$ cat src/logic/tpg_pkg.sv
// Package: constants and state types of the test packet generator
`default_nettype none
package tpg_pkg;
  // ==========================================================
  // Register map
  // ==========================================================
  localparam logic [5:0] CTRL_IDX = 6'h1D;
  localparam logic [5:0] PAT_IDX = 6'h1E;
  localparam logic [5:0] STAT_IDX = 6'h1F;
  localparam logic [7:0] CTRL_ADDR = {CTRL_IDX, 2'b00};
  localparam logic [7:0] PAT_ADDR = {PAT_IDX, 2'b00};
  localparam logic [7:0] STAT_ADDR = {STAT_IDX, 2'b00};
  localparam logic [15:0] CTRL_RST = 16'h0040;
  localparam logic [15:0] PAT_RST = 16'h0000;
  // Control fields
  localparam int EN_BIT = 15;
  localparam int RUN_BIT = 14;
  localparam int CONT_BIT = 13;
  localparam int LEN_HI = 12;
  localparam int LEN_LO = 11;
  localparam int GAP_BIT = 10;
  localparam int DA_HI = 9;
  localparam int DA_LO = 6;
  localparam int SA_HI = 5;
  localparam int SA_LO = 2;
  localparam int RAND_BIT = 1;
  localparam int BADFCS_BIT = 0;
  localparam int CFG_W = 14;
  localparam int STAT_BUSY_BIT = 0;
  localparam int STAT_DONE_BIT = 1;
  // ==========================================================
  // Frame layout
  // ==========================================================
  localparam logic [1:0] LEN_SEL_64 = 2'h1;
  localparam logic [1:0] LEN_SEL_1518 = 2'h2;
  localparam logic [1:0] LEN_SEL_JUMBO = 2'h3;
  localparam logic [13:0] LEN_125 = 14'h007D;
  localparam logic [13:0] LEN_64 = 14'h0040;
  localparam logic [13:0] LEN_1518 = 14'h05EE;
  localparam logic [13:0] LEN_JUMBO = 14'h2710;
  localparam logic [13:0] DA_LAST = 14'h0005;
  localparam logic [13:0] SA_LAST = 14'h000B;
  localparam logic [13:0] TYPE_HI = 14'h000C;
  localparam logic [13:0] HDR_LEN = 14'h000E;
  localparam logic [13:0] FCS_LEN = 14'h0004;
  localparam logic [15:0] ETHERTYPE = 16'h88B5;
  localparam logic [7:0] ADDR_FILL = 8'hFF;
  localparam logic [7:0] FCS_CORRUPT = 8'hFF;
  localparam logic [31:0] CRC_INIT = 32'hFFFFFFFF;
  localparam logic [31:0] CRC_POLY = 32'hEDB88320;
  localparam logic [15:0] LFSR_SEED = 16'hACE1;
  localparam logic [15:0] LFSR_TAPS = 16'hB400;
  // ==========================================================
  // Timing
  // ==========================================================
  localparam int CLK_NS = 10;
  localparam int IPG_SHORT_NS = 96;
  localparam int IPG_LONG_NS = 8192;
  localparam logic [9:0] IPG_SHORT_CYC =
    10'((IPG_SHORT_NS + CLK_NS - 1) / CLK_NS);
  localparam logic [9:0] IPG_LONG_CYC =
    10'((IPG_LONG_NS + CLK_NS - 1) / CLK_NS);
  // ==========================================================
  // State
  // ==========================================================
  typedef enum logic [2:0] {
    ST_IDLE = 3'h1,
    ST_FRAME = 3'h2,
    ST_GAP = 3'h4
  } tpg_state_type;
  typedef struct packed {
    tpg_state_type st;
    logic [13:0] idx;
    logic [9:0] gap;
    logic [31:0] crc;
    logic [15:0] lfsr;
    logic [CFG_W-1:0] cfg;
    logic [15:0] pat;
    logic [13:0] blk;
    logic [24:0] tot;
    logic done;
    logic armed;
    logic [15:0] ctrl;
    logic [15:0] patreg;
    logic wait_req;
    logic [31:0] rdata;
    logic out_v;
    logic [7:0] out_d;
    logic out_l;
    logic sk_v;
    logic [7:0] sk_d;
    logic sk_l;
  } tpg_regs_type;
endpackage
`default_nettype wire

$ cat src/logic/tpg_packet_gen.sv
// Module: test packet generator with Avalon-MM registers and byte stream
// Summary of operation
// RULE_01: Frames are produced only while enable and run are both set; the code finishes a frame already begun after either bit clears.
// RULE_02: Continuous mode never halts; frames counted in ten-thousand blocks.
// RULE_03: Burst mode sends thirty million frames, then halts by itself.
// RULE_04: Leaving continuous mode stops at the next ten-thousand boundary.
// RULE_05: Length field picks 125, 64, 1518 or 10000 byte frames.
// RULE_06: Gap bit spaces frames by 96 ns or 8192 ns; the code rounds these up to 10 or 820 cycles of 10 ns (100 ns or 8200 ns).
// RULE_07: Destination address is all ones with a programmable low nibble.
// RULE_08: Source address is all ones with a programmable low nibble.
// RULE_09: Payload-type one fills payload from a pseudo random sequence.
// RULE_10: Payload-type zero repeats the 16-bit pattern word over the payload.
// RULE_11: Bad-FCS bit corrupts the appended FCS, otherwise FCS is correct.
// RULE_12: Control changes during a run apply only after run restart.
// RULE_13: Pattern changes during a run apply only after run restart.
// RULE_14: Software keeps the generator off a live network.
//
// Local design decision: the Avalon-MM interface to the registers.
`default_nettype none
module tpg_packet_gen #(
  parameter int unsigned BLOCK_PKTS = 10000,
  parameter int unsigned BURST_PKTS = 30000000
) (
  // Clock and reset
  input wire logic core_clk_i,
  input wire logic rst_n_i,
  // Avalon-MM slave
  input wire logic [7:0] avs_address_i,
  input wire logic avs_read_i,
  input wire logic avs_write_i,
  input wire logic [31:0] avs_writedata_i,
  input wire logic [3:0] avs_byteenable_i,
  output logic [31:0] avs_readdata_o,
  output logic avs_waitrequest_o,
  // Transmit byte stream
  output logic [7:0] tx_data_o,
  output logic tx_valid_o,
  output logic tx_last_o,
  input wire logic tx_ready_i
);
  // ==========================================================
  // Functions
  // ==========================================================
  function automatic logic [13:0] frame_len(input logic [1:0] sel);
    case (sel)
      tpg_pkg::LEN_SEL_64: frame_len = tpg_pkg::LEN_64;
      tpg_pkg::LEN_SEL_1518: frame_len = tpg_pkg::LEN_1518;
      tpg_pkg::LEN_SEL_JUMBO: frame_len = tpg_pkg::LEN_JUMBO;
      default: frame_len = tpg_pkg::LEN_125;
    endcase
  endfunction

  function automatic logic [31:0] crc_byte(input logic [31:0] c,
                                           input logic [7:0] b);
    logic [31:0] r;
    r = c ^ {24'h000000, b};
    for (int i = 0; i < 8; i++) begin
      r = r[0] ? ((r >> 1) ^ tpg_pkg::CRC_POLY) : (r >> 1);
    end
    crc_byte = r;
  endfunction

  function automatic logic [15:0] wr_merge(input logic [15:0] old,
                                           input logic [31:0] w,
                                           input logic [3:0] be);
    wr_merge = {be[1] ? w[15:8] : old[15:8], be[0] ? w[7:0] : old[7:0]};
  endfunction

  // ==========================================================
  // State
  // ==========================================================
  localparam tpg_pkg::tpg_regs_type REGS_RST = '{
    st: tpg_pkg::ST_IDLE, idx: '0, gap: '0, crc: tpg_pkg::CRC_INIT,
    lfsr: tpg_pkg::LFSR_SEED, cfg: '0, pat: '0, blk: '0, tot: '0,
    done: 1'b0, armed: 1'b0, ctrl: tpg_pkg::CTRL_RST,
    patreg: tpg_pkg::PAT_RST, wait_req: 1'b1, rdata: '0,
    out_v: 1'b0, out_d: '0, out_l: 1'b0,
    sk_v: 1'b0, sk_d: '0, sk_l: 1'b0};

  tpg_pkg::tpg_regs_type q;
  tpg_pkg::tpg_regs_type d;
  logic go;
  logic start;
  logic fire;
  logic pay;
  logic fcs_first;
  logic glast;
  logic stop;
  logic [13:0] flen;
  logic [13:0] fcs_pos;
  logic [7:0] gbyte;
  logic [13:0] blk_n;
  logic [24:0] tot_n;

  // ==========================================================
  // Next state
  // ==========================================================
  always_comb begin
    d = q;
    go = q.ctrl[tpg_pkg::EN_BIT] & q.ctrl[tpg_pkg::RUN_BIT]; // RULE_01
    start = (q.st == tpg_pkg::ST_IDLE) && go && q.armed;
    flen = frame_len(q.cfg[tpg_pkg::LEN_HI:tpg_pkg::LEN_LO]); // RULE_05
    fcs_pos = q.idx - (flen - tpg_pkg::FCS_LEN);
    pay = (q.idx >= tpg_pkg::HDR_LEN) && (q.idx < flen - tpg_pkg::FCS_LEN);
    fcs_first = (q.idx == flen - tpg_pkg::FCS_LEN);
    glast = (q.idx == flen - 14'h0001);
    fire = (q.st == tpg_pkg::ST_FRAME) && !q.sk_v;
    blk_n = (q.blk == 14'(BLOCK_PKTS - 1)) ? '0 : q.blk + 14'h0001;
    tot_n = q.tot + 25'h0000001;
    if (q.cfg[tpg_pkg::CONT_BIT]) begin
      stop = !q.ctrl[tpg_pkg::CONT_BIT] && (blk_n == '0); // RULE_02 RULE_04
    end else begin
      stop = (tot_n == 25'(BURST_PKTS)); // RULE_03
    end
    // Frame byte at the current index
    if (q.idx <= tpg_pkg::DA_LAST) begin
      gbyte = (q.idx == tpg_pkg::DA_LAST) ? // RULE_07
        {tpg_pkg::ADDR_FILL[7:4], q.cfg[tpg_pkg::DA_HI:tpg_pkg::DA_LO]} :
        tpg_pkg::ADDR_FILL;
    end else if (q.idx <= tpg_pkg::SA_LAST) begin
      gbyte = (q.idx == tpg_pkg::SA_LAST) ? // RULE_08
        {tpg_pkg::ADDR_FILL[7:4], q.cfg[tpg_pkg::SA_HI:tpg_pkg::SA_LO]} :
        tpg_pkg::ADDR_FILL;
    end else if (q.idx < tpg_pkg::HDR_LEN) begin
      gbyte = (q.idx == tpg_pkg::TYPE_HI) ? tpg_pkg::ETHERTYPE[15:8] :
        tpg_pkg::ETHERTYPE[7:0];
    end else if (pay) begin
      if (q.cfg[tpg_pkg::RAND_BIT]) begin
        gbyte = q.lfsr[7:0]; // RULE_09
      end else begin
        gbyte = q.idx[0] ? q.pat[7:0] : q.pat[15:8]; // RULE_10
      end
    end else begin
      gbyte = ~q.crc[{fcs_pos[1:0], 3'b000} +: 8] ^
        ((fcs_first && q.cfg[tpg_pkg::BADFCS_BIT]) ?
         tpg_pkg::FCS_CORRUPT : 8'h00); // RULE_11
    end

    // Generator
    if (!go) begin
      d.armed = 1'b1;
    end
    case (q.st)
      tpg_pkg::ST_IDLE: begin
        if (start) begin
          d.st = tpg_pkg::ST_FRAME;
          d.armed = 1'b0;
          d.idx = '0;
          d.crc = tpg_pkg::CRC_INIT;
          d.lfsr = tpg_pkg::LFSR_SEED;
          d.cfg = q.ctrl[tpg_pkg::CFG_W-1:0]; // RULE_12
          d.pat = q.patreg; // RULE_13
          d.blk = '0;
          d.tot = '0;
          d.done = 1'b0;
        end
      end
      tpg_pkg::ST_FRAME: begin
        if (fire) begin
          d.idx = q.idx + 14'h0001;
          if (q.idx < flen - tpg_pkg::FCS_LEN) begin
            d.crc = crc_byte(q.crc, gbyte); // RULE_11
          end
          if (pay) begin
            d.lfsr = {1'b0, q.lfsr[15:1]} ^
              (q.lfsr[0] ? tpg_pkg::LFSR_TAPS : 16'h0000); // RULE_09
          end
          if (glast) begin
            d.idx = '0;
            d.crc = tpg_pkg::CRC_INIT;
            d.blk = blk_n;
            d.tot = tot_n;
            if (stop) begin
              d.st = tpg_pkg::ST_IDLE;
              d.done = 1'b1;
            end else if (!go || q.armed) begin
              d.st = tpg_pkg::ST_IDLE; // RULE_01 RULE_12
            end else begin
              d.st = tpg_pkg::ST_GAP;
              d.gap = (q.cfg[tpg_pkg::GAP_BIT] ? tpg_pkg::IPG_LONG_CYC :
                       tpg_pkg::IPG_SHORT_CYC) - 10'h001; // RULE_06
            end
          end
        end
      end
      tpg_pkg::ST_GAP: begin
        if (!go || q.armed) begin
          d.st = tpg_pkg::ST_IDLE;
        end else if (q.gap == '0) begin
          d.st = tpg_pkg::ST_FRAME;
        end else begin
          d.gap = q.gap - 10'h001; // RULE_06
        end
      end
      default: d.st = tpg_pkg::ST_IDLE;
    endcase

    // Two-entry output buffer
    if (!q.out_v || tx_ready_i) begin
      if (q.sk_v) begin
        d.out_v = 1'b1;
        d.out_d = q.sk_d;
        d.out_l = q.sk_l;
        d.sk_v = 1'b0;
      end else begin
        d.out_v = fire;
        d.out_d = gbyte;
        d.out_l = glast;
      end
    end else if (fire) begin
      d.sk_v = 1'b1;
      d.sk_d = gbyte;
      d.sk_l = glast;
    end

    // Register bus
    d.wait_req = 1'b1;
    if ((avs_read_i || avs_write_i) && q.wait_req) begin
      d.wait_req = 1'b0;
      case (avs_address_i)
        tpg_pkg::CTRL_ADDR: d.rdata = 32'(q.ctrl);
        tpg_pkg::PAT_ADDR: d.rdata = 32'(q.patreg);
        tpg_pkg::STAT_ADDR: begin
          d.rdata = '0;
          d.rdata[tpg_pkg::STAT_BUSY_BIT] = (q.st != tpg_pkg::ST_IDLE);
          d.rdata[tpg_pkg::STAT_DONE_BIT] = q.done;
        end
        default: d.rdata = '0;
      endcase
    end
    if (avs_write_i && !q.wait_req) begin
      case (avs_address_i)
        tpg_pkg::CTRL_ADDR:
          d.ctrl = wr_merge(q.ctrl, avs_writedata_i, avs_byteenable_i);
        tpg_pkg::PAT_ADDR:
          d.patreg = wr_merge(q.patreg, avs_writedata_i, avs_byteenable_i);
        default: d.rdata = q.rdata;
      endcase
    end
  end

  always_ff @(posedge core_clk_i or negedge rst_n_i) begin
    if (!rst_n_i) begin
      q <= REGS_RST;
    end else begin
      q <= d;
    end
  end

  // ==========================================================
  // Outputs
  // ==========================================================
  assign avs_readdata_o = q.rdata;
  assign avs_waitrequest_o = q.wait_req;
  assign tx_data_o = q.out_d;
  assign tx_valid_o = q.out_v;
  assign tx_last_o = q.out_l;
endmodule
`default_nettype wire

$ cat config.mk
export PLATFORM = sky130hd
export DESIGN_NAME = tpg_packet_gen
export DESIGN_NICKNAME = d
export VERILOG_FILES = /design/src/logic/tpg_pkg.sv /design/src/logic/tpg_packet_gen.sv
export SDC_FILE = /design/constraint.sdc
export NUM_CORES = 1
export LEC_CHECK = 0
export ABC_AREA = 1
export ABC_CLOCK_PERIOD_IN_PS = 8850
export BUFFER_PORTS_ARGS = -buffer_cell sky130_fd_sc_hd__clkbuf_2
export CAP_MARGIN = 20
export CORE_ASPECT_RATIO = 1.1
export CORE_MARGIN = 4
export CORE_UTILIZATION = 60
export DETAILED_ROUTE_END_ITERATION = 16
export PLACE_DENSITY = 0.77
export RECOVER_POWER = 50
export SETUP_SLACK_MARGIN = 0.1
export SLEW_MARGIN = 10
export SYNTH_ARGS = -nofsm -noshare
export SYNTH_HDL_FRONTEND = slang
export SYNTH_SLANG_ARGS = --single-unit
$ cat constraint.sdc
create_clock -name core_clk_i -period 8.85 [get_ports core_clk_i]
set_clock_uncertainty 0.15 [all_clocks]
set_input_delay 0.4425 -clock core_clk_i [delete_from_list [all_inputs] [get_ports core_clk_i]]
set_output_delay 0.4425 -clock core_clk_i [all_outputs]
set_load 0.02 [all_outputs]
==> flow_results.xml, run 1 <==
<?xml version="1.0" encoding="UTF-8"?>
<metrics>
  <group name="drt">
    <metric name="avgViaCountPerCell" unit="">5.50</metric>
    <metric name="wl_per_cell" unit="um">15.4</metric>
    <metric name="topRoutingLayerUsed" unit="">met5</metric>
    <metric name="drc_errors" unit="">0</metric>
    <metric name="met2_wirelength" unit="um">14700</metric>
    <metric name="drt.antenna.violating_nets" unit="">0</metric>
    <metric name="firstDrtPassIters" unit="">6</metric>
    <metric name="first_iter_violations" unit="">780</metric>
    <metric name="route.vias.total" unit="">11200</metric>
    <metric name="met1_length" unit="um">13600</metric>
    <metric name="finalWirelength" unit="um">31300</metric>
    <metric name="routed_length_on_met3" unit="um">1990</metric>
  </group>
  <group name="sta">
    <metric name="timing_hold_violations_final" unit="">0</metric>
    <metric name="maxSlewHeadroom" unit="%">-162</metric>
    <metric name="final_cycle_utilization_of_the_critical_path" unit="%">52.1</metric>
    <metric name="rsz_0062_raised_after_global_routing" unit="">false</metric>
    <metric name="finalSetupViolCount" unit="">0</metric>
    <metric name="final.setup.tns" unit="ns">0</metric>
    <metric name="worst_slew_pin_slew" unit="ns">3.93</metric>
    <metric name="drv_slew" unit="">74</metric>
    <metric name="fmaxAchievable" unit="MHz">217</metric>
    <metric name="period_minus_slack" unit="ns">4.61</metric>
  </group>
  <group name="place">
    <metric name="post-dp-hpwl" unit="um">22000</metric>
    <metric name="final_weighted_congestion_in_routability_driven_placement" unit="">0.924</metric>
    <metric name="placedInstanceArea" unit="mm^2">0.0132</metric>
    <metric name="port-buffer-count" unit="">57</metric>
  </group>
  <group name="run_status">
    <metric name="failed_checks" unit="">capacitance limit, slew limit</metric>
    <metric name="outcome" unit="">complete, but fails checks</metric>
  </group>
  <group name="layout">
    <metric name="top_library_cells_by_usage_in_the_layout_fill_and_taps_aside" unit="">sky130_fd_sc_hd__nand2_1, sky130_fd_sc_hd__inv_1, sky130_fd_sc_hd__o21ai_0, sky130_fd_sc_hd__dfrtp_1, sky130_fd_sc_hd__nor2_1</metric>
    <metric name="multiInputGateArea" unit="mm^2">0.00630</metric>
    <metric name="layout.cell_area.non_filler" unit="mm^2">0.0140</metric>
    <metric name="layout.area.seq" unit="mm^2">0.00543</metric>
    <metric name="drive_gt1_share" unit="%">13.7</metric>
    <metric name="utilization" unit="%">65.9</metric>
    <metric name="layout.filler_cells" unit="">1825</metric>
    <metric name="num_antenna_cells" unit="">0</metric>
    <metric name="mostFrequentLayoutCell" unit="">sky130_fd_sc_hd__nand2_1</metric>
    <metric name="areaGrowthSynthToFinish" unit="%">8.13</metric>
    <metric name="nets" unit="">1795</metric>
  </group>
  <group name="yosys">
    <metric name="synthDistinctLibCells" unit="">57</metric>
    <metric name="number_of_flops_mapped_to_enable_cells_by_yosys" unit="">0</metric>
    <metric name="post_synth_main_area_contributors" unit="">sky130_fd_sc_hd__dfrtp_1, sky130_fd_sc_hd__nand2_1, sky130_fd_sc_hd__dfstp_2, sky130_fd_sc_hd__o21ai_0, sky130_fd_sc_hd__inv_1</metric>
    <metric name="post_synth_inst_count" unit="">1703</metric>
    <metric name="yosysSeqAreaShare" unit="%">41.9</metric>
    <metric name="yosys.area.top_type" unit="">sky130_fd_sc_hd__dfrtp_1</metric>
    <metric name="fraction_of_post_synthesis_cell_area_in_the_top_cell_type_by_area" unit="%">33.2</metric>
    <metric name="synth.ff_latch_count" unit="">215</metric>
    <metric name="synth_async_sr_flop_share" unit="%">100</metric>
    <metric name="warning_count_from_the_yosys_run" unit="">0</metric>
    <metric name="syn_area_per_cell" unit="um^2">7.62</metric>
    <metric name="syn-cell-area" unit="mm^2">0.0130</metric>
    <metric name="synth_top_flop_cell" unit="">sky130_fd_sc_hd__dfrtp_1</metric>
  </group>
  <group name="worst_setup_path">
    <metric name="worst_path_max_delay_cell" unit="">sky130_fd_sc_hd__dfrtp_1</metric>
    <metric name="crit_chain" unit="">inv_1 &gt; ha_1 &gt; buf_4 &gt; inv_2 &gt; o2111ai_1 &gt; nor3_1 &gt; nand2_1 &gt; inv_1 &gt; nor2_2 &gt; buf_4 &gt; nor2_2 &gt; inv_1 &gt; nand2_1 &gt; buf_4 &gt; inv_1 &gt; a21oi_1 &gt; o21ai_1 &gt; nand2_1</metric>
    <metric name="critical_path.startpoint_type" unit="">flop</metric>
    <metric name="critical_setup_path_kind" unit="">flop to flop</metric>
    <metric name="crit_path_max_fanout" unit="">53</metric>
    <metric name="worst_ep_required_time" unit="ns">9.16</metric>
    <metric name="crit_buf_inv" unit="">8</metric>
    <metric name="critical-path-max-stage-delay" unit="ns">0.56</metric>
    <metric name="crit_path_end_kind" unit="">flop</metric>
    <metric name="cp_delay_by_family_top" unit="">buffers and inverters</metric>
    <metric name="cp.arrival" unit="ns">4.92</metric>
    <metric name="cell_seen_most_often_among_critical_path_stages" unit="">sky130_fd_sc_hd__inv_1</metric>
  </group>
  <group name="cts">
    <metric name="tritoncts_num_sinks" unit="">215</metric>
    <metric name="cts_max_level" unit="">1</metric>
    <metric name="clk-insertion-delay-late" unit="ns">0.53</metric>
    <metric name="post_cts_buffers" unit="">0</metric>
    <metric name="clock_tree_root" unit="">sky130_fd_sc_hd__clkbuf_16</metric>
    <metric name="post_cts.resized_instances" unit="">0</metric>
    <metric name="clockBufferDepth" unit="">3</metric>
    <metric name="clk_pin_slew" unit="ns">0.06</metric>
    <metric name="cts_tree" unit="">built</metric>
    <metric name="cts_buffer_count" unit="">25</metric>
  </group>
  <group name="power">
    <metric name="clockPowerShare" unit="%">22.6</metric>
    <metric name="cellLeakagePower" unit="nW">6.69</metric>
    <metric name="p_int" unit="W">0.00257</metric>
    <metric name="ir_worst_vdd" unit="uV">174</metric>
    <metric name="share_seq_of_total_power" unit="%">29.7</metric>
    <metric name="powerDensity" unit="mW/mm^2">333</metric>
    <metric name="combinationalPowerShare" unit="%">47.8</metric>
    <metric name="sw_frac_of_total" unit="%">45.0</metric>
    <metric name="total_switching_power" unit="W">0.00210</metric>
  </group>
  <group name="global_routing">
    <metric name="grt_max_degree" unit="">75</metric>
    <metric name="grt_usage" unit="%">26.2</metric>
    <metric name="first_pass_grt_wire_length" unit="um">52400</metric>
    <metric name="number_of_antenna_violations_at_the_first_check_in_global_routing" unit="">1</metric>
    <metric name="grt_overflow" unit="">0</metric>
    <metric name="grt_pass1_vias" unit="">10800</metric>
  </group>
  <group name="die">
    <metric name="die_h" unit="um">162</metric>
    <metric name="effective_utilization_at_floorplan" unit="%">60.9</metric>
    <metric name="die_width" unit="um">148</metric>
    <metric name="fp-row-count" unit="">56</metric>
    <metric name="boundaryPins" unit="">92</metric>
    <metric name="floorplan.die_area" unit="mm^2">0.0240</metric>
    <metric name="core_area" unit="mm^2">0.0213</metric>
  </group>
  <group name="job">
    <metric name="drv.max_cap_violation_count" unit="">1</metric>
  </group>
  <group name="hold_path">
    <metric name="worst_hold_path_type" unit="">input pin to flop</metric>
  </group>
</metrics>
-- routing by layer --
layer | vias to the layer above | global-route usage [%]
met4 | 2 | 8.95
met3 | 61 | 4.35
met1 | 5223 | 35.0
met2 | 359 | 43.8
met5 | - | 0
li1 | 5522 | -
-- logic make-up after synthesis --
logic type / synth area share (%)
AO/OA/AOI/OAI: 13.1
adder cells (fa/ha/maj): 2.37
buffers and inverters: 10.0
XOR/XNOR: 4.05
other: 0.0579
flip-flops: 41.9
AND/OR/NAND/NOR: 28.5
-- path summary, 6_finish.rpt --
check                      depth (start not counted)  slack, ns                 from                 end
hold reg to reg                                    2       0.33   q[166]$_DFFE_PN1P_  q[166]$_DFFE_PN1P_
hold / removal                                     3       0.02  avs_writedata_i[12]   q[65]$_DFFE_PN0P_
max in group asynchronous                          3       4.33              rst_n_i  q[205]$_DFFE_PN0P_
min in group asynchronous                          2       1.68              rst_n_i  q[222]$_DFFE_PN0P_
setup reg to reg                                  18       4.24   q[214]$_DFFE_PN0P_  q[198]$_DFFE_PN1P_
setup / recovery                                  18       4.24   q[214]$_DFFE_PN0P_  q[198]$_DFFE_PN1P_
-- Yosys cell counts (3+ instances only) --
library cell and instances:
sky130_fd_sc_hd__nor2_2 9, sky130_fd_sc_hd__o31ai_1 4, sky130_fd_sc_hd__dfrtp_1 172, sky130_fd_sc_hd__buf_2 12, sky130_fd_sc_hd__ha_1 23, sky130_fd_sc_hd__o21ai_0 184, sky130_fd_sc_hd__dfstp_2 43, sky130_fd_sc_hd__a21oi_1 45
sky130_fd_sc_hd__nor2_4 4, sky130_fd_sc_hd__nor3_2 5, sky130_fd_sc_hd__nand3_2 12, sky130_fd_sc_hd__nor2_1 98, sky130_fd_sc_hd__nor3b_1 3, sky130_fd_sc_hd__nor4_1 5, sky130_fd_sc_hd__clkbuf_1 29, sky130_fd_sc_hd__nand2_2 48
sky130_fd_sc_hd__xor2_1 49, sky130_fd_sc_hd__nand4_1 23, sky130_fd_sc_hd__nand3b_1 3, sky130_fd_sc_hd__buf_4 44, sky130_fd_sc_hd__nor3_1 14, sky130_fd_sc_hd__buf_1 3, sky130_fd_sc_hd__buf_6 3, sky130_fd_sc_hd__o21ai_1 10
sky130_fd_sc_hd__nand2_4 10, sky130_fd_sc_hd__or2_2 6, sky130_fd_sc_hd__nand3_1 93, sky130_fd_sc_hd__xnor2_1 11, sky130_fd_sc_hd__nand2_1 455, sky130_fd_sc_hd__a31oi_1 17, sky130_fd_sc_hd__inv_2 10, sky130_fd_sc_hd__o22ai_1 39
sky130_fd_sc_hd__inv_1 188
-- worst reg2reg max path, cell delays in order, from the launching register on --
cell                        delay [ns]
sky130_fd_sc_hd__dfrtp_1          0.56
sky130_fd_sc_hd__inv_1            0.34
sky130_fd_sc_hd__ha_1             0.39
sky130_fd_sc_hd__buf_4            0.23
sky130_fd_sc_hd__inv_2            0.20
sky130_fd_sc_hd__o2111ai_1        0.15
sky130_fd_sc_hd__nor3_1           0.14
sky130_fd_sc_hd__nand2_1          0.34
sky130_fd_sc_hd__inv_1            0.16
sky130_fd_sc_hd__nor2_2           0.04
sky130_fd_sc_hd__buf_4            0.26
sky130_fd_sc_hd__nor2_2           0.14
sky130_fd_sc_hd__inv_1            0.22
sky130_fd_sc_hd__nand2_1          0.13
sky130_fd_sc_hd__buf_4            0.42
sky130_fd_sc_hd__inv_1            0.36
sky130_fd_sc_hd__a21oi_1          0.18
sky130_fd_sc_hd__o21ai_1          0.08
sky130_fd_sc_hd__nand2_1          0.06
-- power by group through the flow --
stage               combinational [W]  sequential [W]  clock (W)
CTS                           0.00221         0.00138    0.00107
detailed placement            0.00219         0.00139          0
finish                        0.00223         0.00138    0.00105
floorplan                     0.00177         0.00135          0
global placement              0.00214         0.00139          0
global route                  0.00251         0.00140    0.00112
-- state kept, by name, indices dropped and copies added, names as in the netlist --
| signal | flops |
|---|---|
| tx_data_o | 8 |
| tx_valid_o | 1 |
| q | 188 |
| tx_last_o | 1 |
| avs_readdata_o | 16 |
| avs_waitrequest_o | 1 |
-- per-stage QoR --
step / hold slack, ns / setup slack, ns / power (W) / instances
floorplan: -0.00309 / 5.54 / 0.00312 / 1719
global route: 0.0266 / 3.56 / 0.00503 / 2030
CTS: 0.0110 / 4.26 / 0.00466 / 2030
detailed placement: 0.279 / 4.33 / 0.00358 / 1984
finish: 0.0160 / 4.24 / 0.00467 / 2030
global placement: 0.282 / 4.39 / 0.00353 / 1983
-- cell type report --
| cell class | instances | share of cell area, % |
|---|---|---|
| multi-input combinational | 1212 | 44.9 |
| tap | 290 | 2.59 |
| clock buffer | 31 | 4.83 |
| sequential | 215 | 38.7 |
| clock inverter | 14 | 1.19 |
| inverter | 200 | 5.36 |
| timing repair buffer | 68 | 2.36 |
-- timing repair --
action | in CTS | in global routing
endpoints found under the hold margin | 63 | 0
hold buffers | 1 | 0
endpoints found under the setup margin | 0 | 0
Note: power is estimated with default switching activity, not from simulation.
==> inputs of run 2 (changes only) <==
- ABC_AREA: 1 -> 0
- ABC_CLOCK_PERIOD_IN_PS: 8850 -> 3860
- CORE_UTILIZATION: 60 -> 55
- PLACE_DENSITY: 0.77 -> 0.75
- clock period: 8.85 -> 3.86 ns (I/O delays scaled with it)
==> flow_results.xml, run 2 <==
<?xml version="1.0" encoding="UTF-8"?>
<metrics>
  <group name="drt">
    <metric name="met2_wirelength" unit="um">16100</metric>
    <metric name="drt.antenna.violating_nets" unit="">0</metric>
    <metric name="wl_per_cell" unit="um">18.2</metric>
    <metric name="routed_length_on_met3" unit="um">1560</metric>
    <metric name="finalWirelength" unit="um">31800</metric>
    <metric name="first_iter_violations" unit="">938</metric>
    <metric name="drc_errors" unit="">0</metric>
    <metric name="topRoutingLayerUsed" unit="">met4</metric>
    <metric name="route.vias.total" unit="">10300</metric>
    <metric name="avgViaCountPerCell" unit="">5.92</metric>
    <metric name="met1_length" unit="um">13100</metric>
    <metric name="firstDrtPassIters" unit="">5</metric>
  </group>
  <group name="place">
    <metric name="port-buffer-count" unit="">57</metric>
    <metric name="final_weighted_congestion_in_routability_driven_placement" unit="">0.904</metric>
    <metric name="numPlacedInstances" unit="">1649</metric>
    <metric name="post-dp-hpwl" unit="um">20900</metric>
  </group>
  <group name="layout">
    <metric name="top_register_by_number_of_flip_flops" unit="">q</metric>
    <metric name="nets" unit="">1508</metric>
    <metric name="layout.filler_cells" unit="">1671</metric>
    <metric name="areaGrowthSynthToFinish" unit="%">20.0</metric>
    <metric name="top_library_cells_by_usage_in_the_layout_fill_and_taps_aside" unit="">sky130_fd_sc_hd__nand2_1, sky130_fd_sc_hd__dfrtp_1, sky130_fd_sc_hd__nor2_1, sky130_fd_sc_hd__o21ai_0, sky130_fd_sc_hd__buf_4</metric>
    <metric name="num_antenna_cells" unit="">0</metric>
    <metric name="mostFrequentLayoutCell" unit="">sky130_fd_sc_hd__nand2_1</metric>
    <metric name="utilization" unit="%">66.9</metric>
    <metric name="drive_gt1_share" unit="%">24.3</metric>
    <metric name="largest_register_ff_count" unit="">188</metric>
    <metric name="post_layout_nonfiller_instances" unit="">1745</metric>
  </group>
  <group name="yosys">
    <metric name="syn_area_per_cell" unit="um^2">9.41</metric>
    <metric name="yosys.area.top_type" unit="">sky130_fd_sc_hd__dfrtp_1</metric>
    <metric name="syn-cell-area" unit="mm^2">0.0123</metric>
    <metric name="synth.top_cells.by_count" unit="">sky130_fd_sc_hd__nand2_1, sky130_fd_sc_hd__dfrtp_1, sky130_fd_sc_hd__nor2_1</metric>
    <metric name="fraction_of_post_synthesis_cell_area_in_the_top_cell_type_by_area" unit="%">34.9</metric>
    <metric name="post_synth_main_area_contributors" unit="">sky130_fd_sc_hd__dfrtp_1, sky130_fd_sc_hd__dfstp_2, sky130_fd_sc_hd__nand2_1, sky130_fd_sc_hd__o21ai_0, sky130_fd_sc_hd__mux2_2</metric>
    <metric name="synthDistinctLibCells" unit="">83</metric>
    <metric name="synth.ff_latch_count" unit="">215</metric>
    <metric name="synth_top_flop_cell" unit="">sky130_fd_sc_hd__dfrtp_1</metric>
    <metric name="number_of_flops_mapped_to_enable_cells_by_yosys" unit="">0</metric>
    <metric name="cell_with_the_most_instances_after_synthesis" unit="">sky130_fd_sc_hd__nand2_1</metric>
    <metric name="yosysSeqAreaShare" unit="%">44.1</metric>
    <metric name="post_synth_inst_count" unit="">1310</metric>
    <metric name="synth_async_sr_flop_share" unit="%">100</metric>
    <metric name="warning_count_from_the_yosys_run" unit="">0</metric>
  </group>
  <group name="power">
    <metric name="clockPowerShare" unit="%">36.9</metric>
    <metric name="p_total" unit="W">0.00637</metric>
    <metric name="sw_frac_of_total" unit="%">28.0</metric>
    <metric name="cellLeakagePower" unit="nW">6.52</metric>
    <metric name="powerDensity" unit="mW/mm^2">430</metric>
    <metric name="total_switching_power" unit="W">0.00178</metric>
    <metric name="combinationalPowerShare" unit="%">25.3</metric>
    <metric name="ir_worst_vdd" unit="uV">322</metric>
    <metric name="p_int" unit="W">0.00458</metric>
    <metric name="share_seq_of_total_power" unit="%">37.8</metric>
  </group>
  <group name="sta">
    <metric name="fmaxAchievable" unit="MHz">260</metric>
    <metric name="rsz_0062_raised_after_global_routing" unit="">true</metric>
    <metric name="worst_slew_pin_slew" unit="ns">2.43</metric>
    <metric name="timing_hold_violations_final" unit="">0</metric>
    <metric name="finalSetupViolCount" unit="">0</metric>
    <metric name="period_minus_slack" unit="ns">3.84</metric>
    <metric name="drv_slew" unit="">97</metric>
    <metric name="maxSlewHeadroom" unit="%">-62.3</metric>
    <metric name="final_cycle_utilization_of_the_critical_path" unit="%">99.5</metric>
  </group>
  <group name="cts">
    <metric name="cts_buffer_count" unit="">24</metric>
    <metric name="cts_max_level" unit="">1</metric>
    <metric name="tritoncts_num_sinks" unit="">215</metric>
    <metric name="clk-insertion-delay-late" unit="ns">0.52</metric>
    <metric name="clock_tree_root" unit="">sky130_fd_sc_hd__clkbuf_16</metric>
    <metric name="cts_tree" unit="">built</metric>
    <metric name="clockBufferDepth" unit="">3</metric>
    <metric name="clk_pin_slew" unit="ns">0.06</metric>
  </group>
  <group name="run_status">
    <metric name="failed_checks" unit="">capacitance limit, slew limit</metric>
    <metric name="outcome" unit="">complete, but fails checks</metric>
  </group>
  <group name="global_routing">
    <metric name="grt_max_degree" unit="">98</metric>
    <metric name="grt_overflow" unit="">0</metric>
    <metric name="number_of_antenna_violations_at_the_first_check_in_global_routing" unit="">0</metric>
    <metric name="grt_pass1_vias" unit="">10000</metric>
    <metric name="grt_usage" unit="%">25.3</metric>
    <metric name="first_pass_grt_wire_length" unit="um">51100</metric>
  </group>
  <group name="job">
    <metric name="drv.max_cap_violation_count" unit="">1</metric>
  </group>
  <group name="worst_setup_path">
    <metric name="cp.arrival" unit="ns">4.13</metric>
    <metric name="crit_path_end_kind" unit="">flop</metric>
    <metric name="critical_setup_path_kind" unit="">flop to flop</metric>
    <metric name="critical_path.startpoint_type" unit="">flop</metric>
    <metric name="worst_ep_required_time" unit="ns">4.15</metric>
    <metric name="crit_path_max_fanout" unit="">5</metric>
  </group>
  <group name="die">
    <metric name="boundaryPins" unit="">92</metric>
    <metric name="die_h" unit="um">165</metric>
    <metric name="core_area" unit="mm^2">0.0221</metric>
    <metric name="fp-row-count" unit="">57</metric>
    <metric name="floorplan.die_area" unit="mm^2">0.0249</metric>
    <metric name="die_width" unit="um">151</metric>
    <metric name="effective_utilization_at_floorplan" unit="%">55.8</metric>
  </group>
  <group name="hold_path">
    <metric name="worst_hold_path_type" unit="">input pin to flop</metric>
  </group>
</metrics>
[run 2: cell count changes after synthesis, moves of 33 or more]
cell / before / now
sky130_fd_sc_hd__o21ai_0: 184 / 105
sky130_fd_sc_hd__xnor2_1: 11 / 45
sky130_fd_sc_hd__o22ai_1: 39 / 6
sky130_fd_sc_hd__a21oi_1: 45 / 94
sky130_fd_sc_hd__nand3_1: 93 / 31
sky130_fd_sc_hd__inv_1: 188 / 11
sky130_fd_sc_hd__nand2_1: 455 / 186
sky130_fd_sc_hd__nand2_2: 48 / 0
sky130_fd_sc_hd__mux2_2: 0 / 43
[run 2: cell type report]
class	count	area, um^2	area share [%]
clock buffers	30	633	4.28
clock inverters	11	173	1.17
inverters	11	43.8	0.296
multi-input cells	987	6700	45.3
flip-flops and latches	215	5430	36.7
well taps	295	369	2.50
repair buffers	196	1440	9.72
[run 2: timing repair]
item	4_1_cts	5_1_grt
endpoints found under the hold margin	130	0
gates cloned	1	0
endpoints found under the setup margin	26	34
hold buffers	21	0
pin swaps	28	41
gates resized for setup	27	34
buffers inserted	13	20
[run 2: stage by stage]
stage                     area [um^2]  setup TNS (ns)  setup WS [ns]  hold slack, ns
final                           14800               0         0.0200          0.0575
after global routing            14800           -1.24         -0.129          0.0946
after global placement          13200          -0.558         -0.171           0.119
after floorplan                 12400               0          0.110          -0.253
after detailed placement        13200           -1.02         -0.179           0.127
after CTS                       14500               0         0.0727          0.0419
[run 2: logic make-up after synthesis]
group	count (synthesis)	share of synthesized area [%]
AND/OR/NAND/NOR	473	18.5
AO/OA/AOI/OAI	306	15.2
flip-flops	215	44.1
buffers and inverters	125	5.33
XOR/XNOR	89	6.97
multiplexers	76	7.42
adder cells (fa/ha/maj)	24	2.50
other	2	0.0609
[run 2: power groups by stage]
stage / Clock, W / Sequential (W) / Combinational, W
5_1_grt: 0.00249 / 0.00242 / 0.00172
2_1_floorplan: 0 / 0.00241 / 0.000843
4_1_cts: 0.00239 / 0.00240 / 0.00142
3_3_place_gp: 0 / 0.00243 / 0.00123
3_5_place_dp: 0 / 0.00244 / 0.00126
6_report: 0.00235 / 0.00241 / 0.00161
[run 2: final timing paths]
| kind | from | end | slack, ns | cells after the start |
|---|---|---|---|---|
| min | avs_address_i[3] | avs_readdata_o[1]$_DFFE_PN0P_ | 0.06 | 4 |
| min reg2reg | avs_readdata_o[8]$_DFFE_PN0P_ | avs_readdata_o[8]$_DFFE_PN0P_ | 0.32 | 2 |
| max reg2reg | q[153]$_DFFE_PN0P_ | q[191]$_DFFE_PN1P_ | 0.02 | 17 |
| max | q[153]$_DFFE_PN0P_ | q[191]$_DFFE_PN1P_ | 0.02 | 17 |
| min in group asynchronous | rst_n_i | q[208]$_DFFE_PN0P_ | 0.77 | 2 |
| max in group asynchronous | rst_n_i | q[111]$_DFFE_PN0P_ | 0.89 | 3 |
[run 2: critical path: stages, from the launching register on]
cell	delay, ns
sky130_fd_sc_hd__dfrtp_1	0.39
sky130_fd_sc_hd__and2_4	0.18
sky130_fd_sc_hd__inv_4	0.04
sky130_fd_sc_hd__ha_4	0.26
sky130_fd_sc_hd__ha_4	0.19
sky130_fd_sc_hd__a31o_4	0.23
sky130_fd_sc_hd__a221oi_4	0.42
sky130_fd_sc_hd__o221ai_4	0.22
sky130_fd_sc_hd__buf_6	0.16
sky130_fd_sc_hd__o211a_4	0.25
sky130_fd_sc_hd__a221oi_4	0.29
sky130_fd_sc_hd__buf_12	0.17
sky130_fd_sc_hd__xnor2_2	0.11
sky130_fd_sc_hd__buf_6	0.15
sky130_fd_sc_hd__xnor2_4	0.13
sky130_fd_sc_hd__buf_4	0.15
sky130_fd_sc_hd__xnor2_1	0.07
sky130_fd_sc_hd__a21oi_1	0.17
[run 2: routing by layer]
metal,up-vias,track usage [%]
met5,-,0
met4,0,9.15
li1,4817,-
met3,70,3.27
met2,339,43.1
met1,5107,33.3
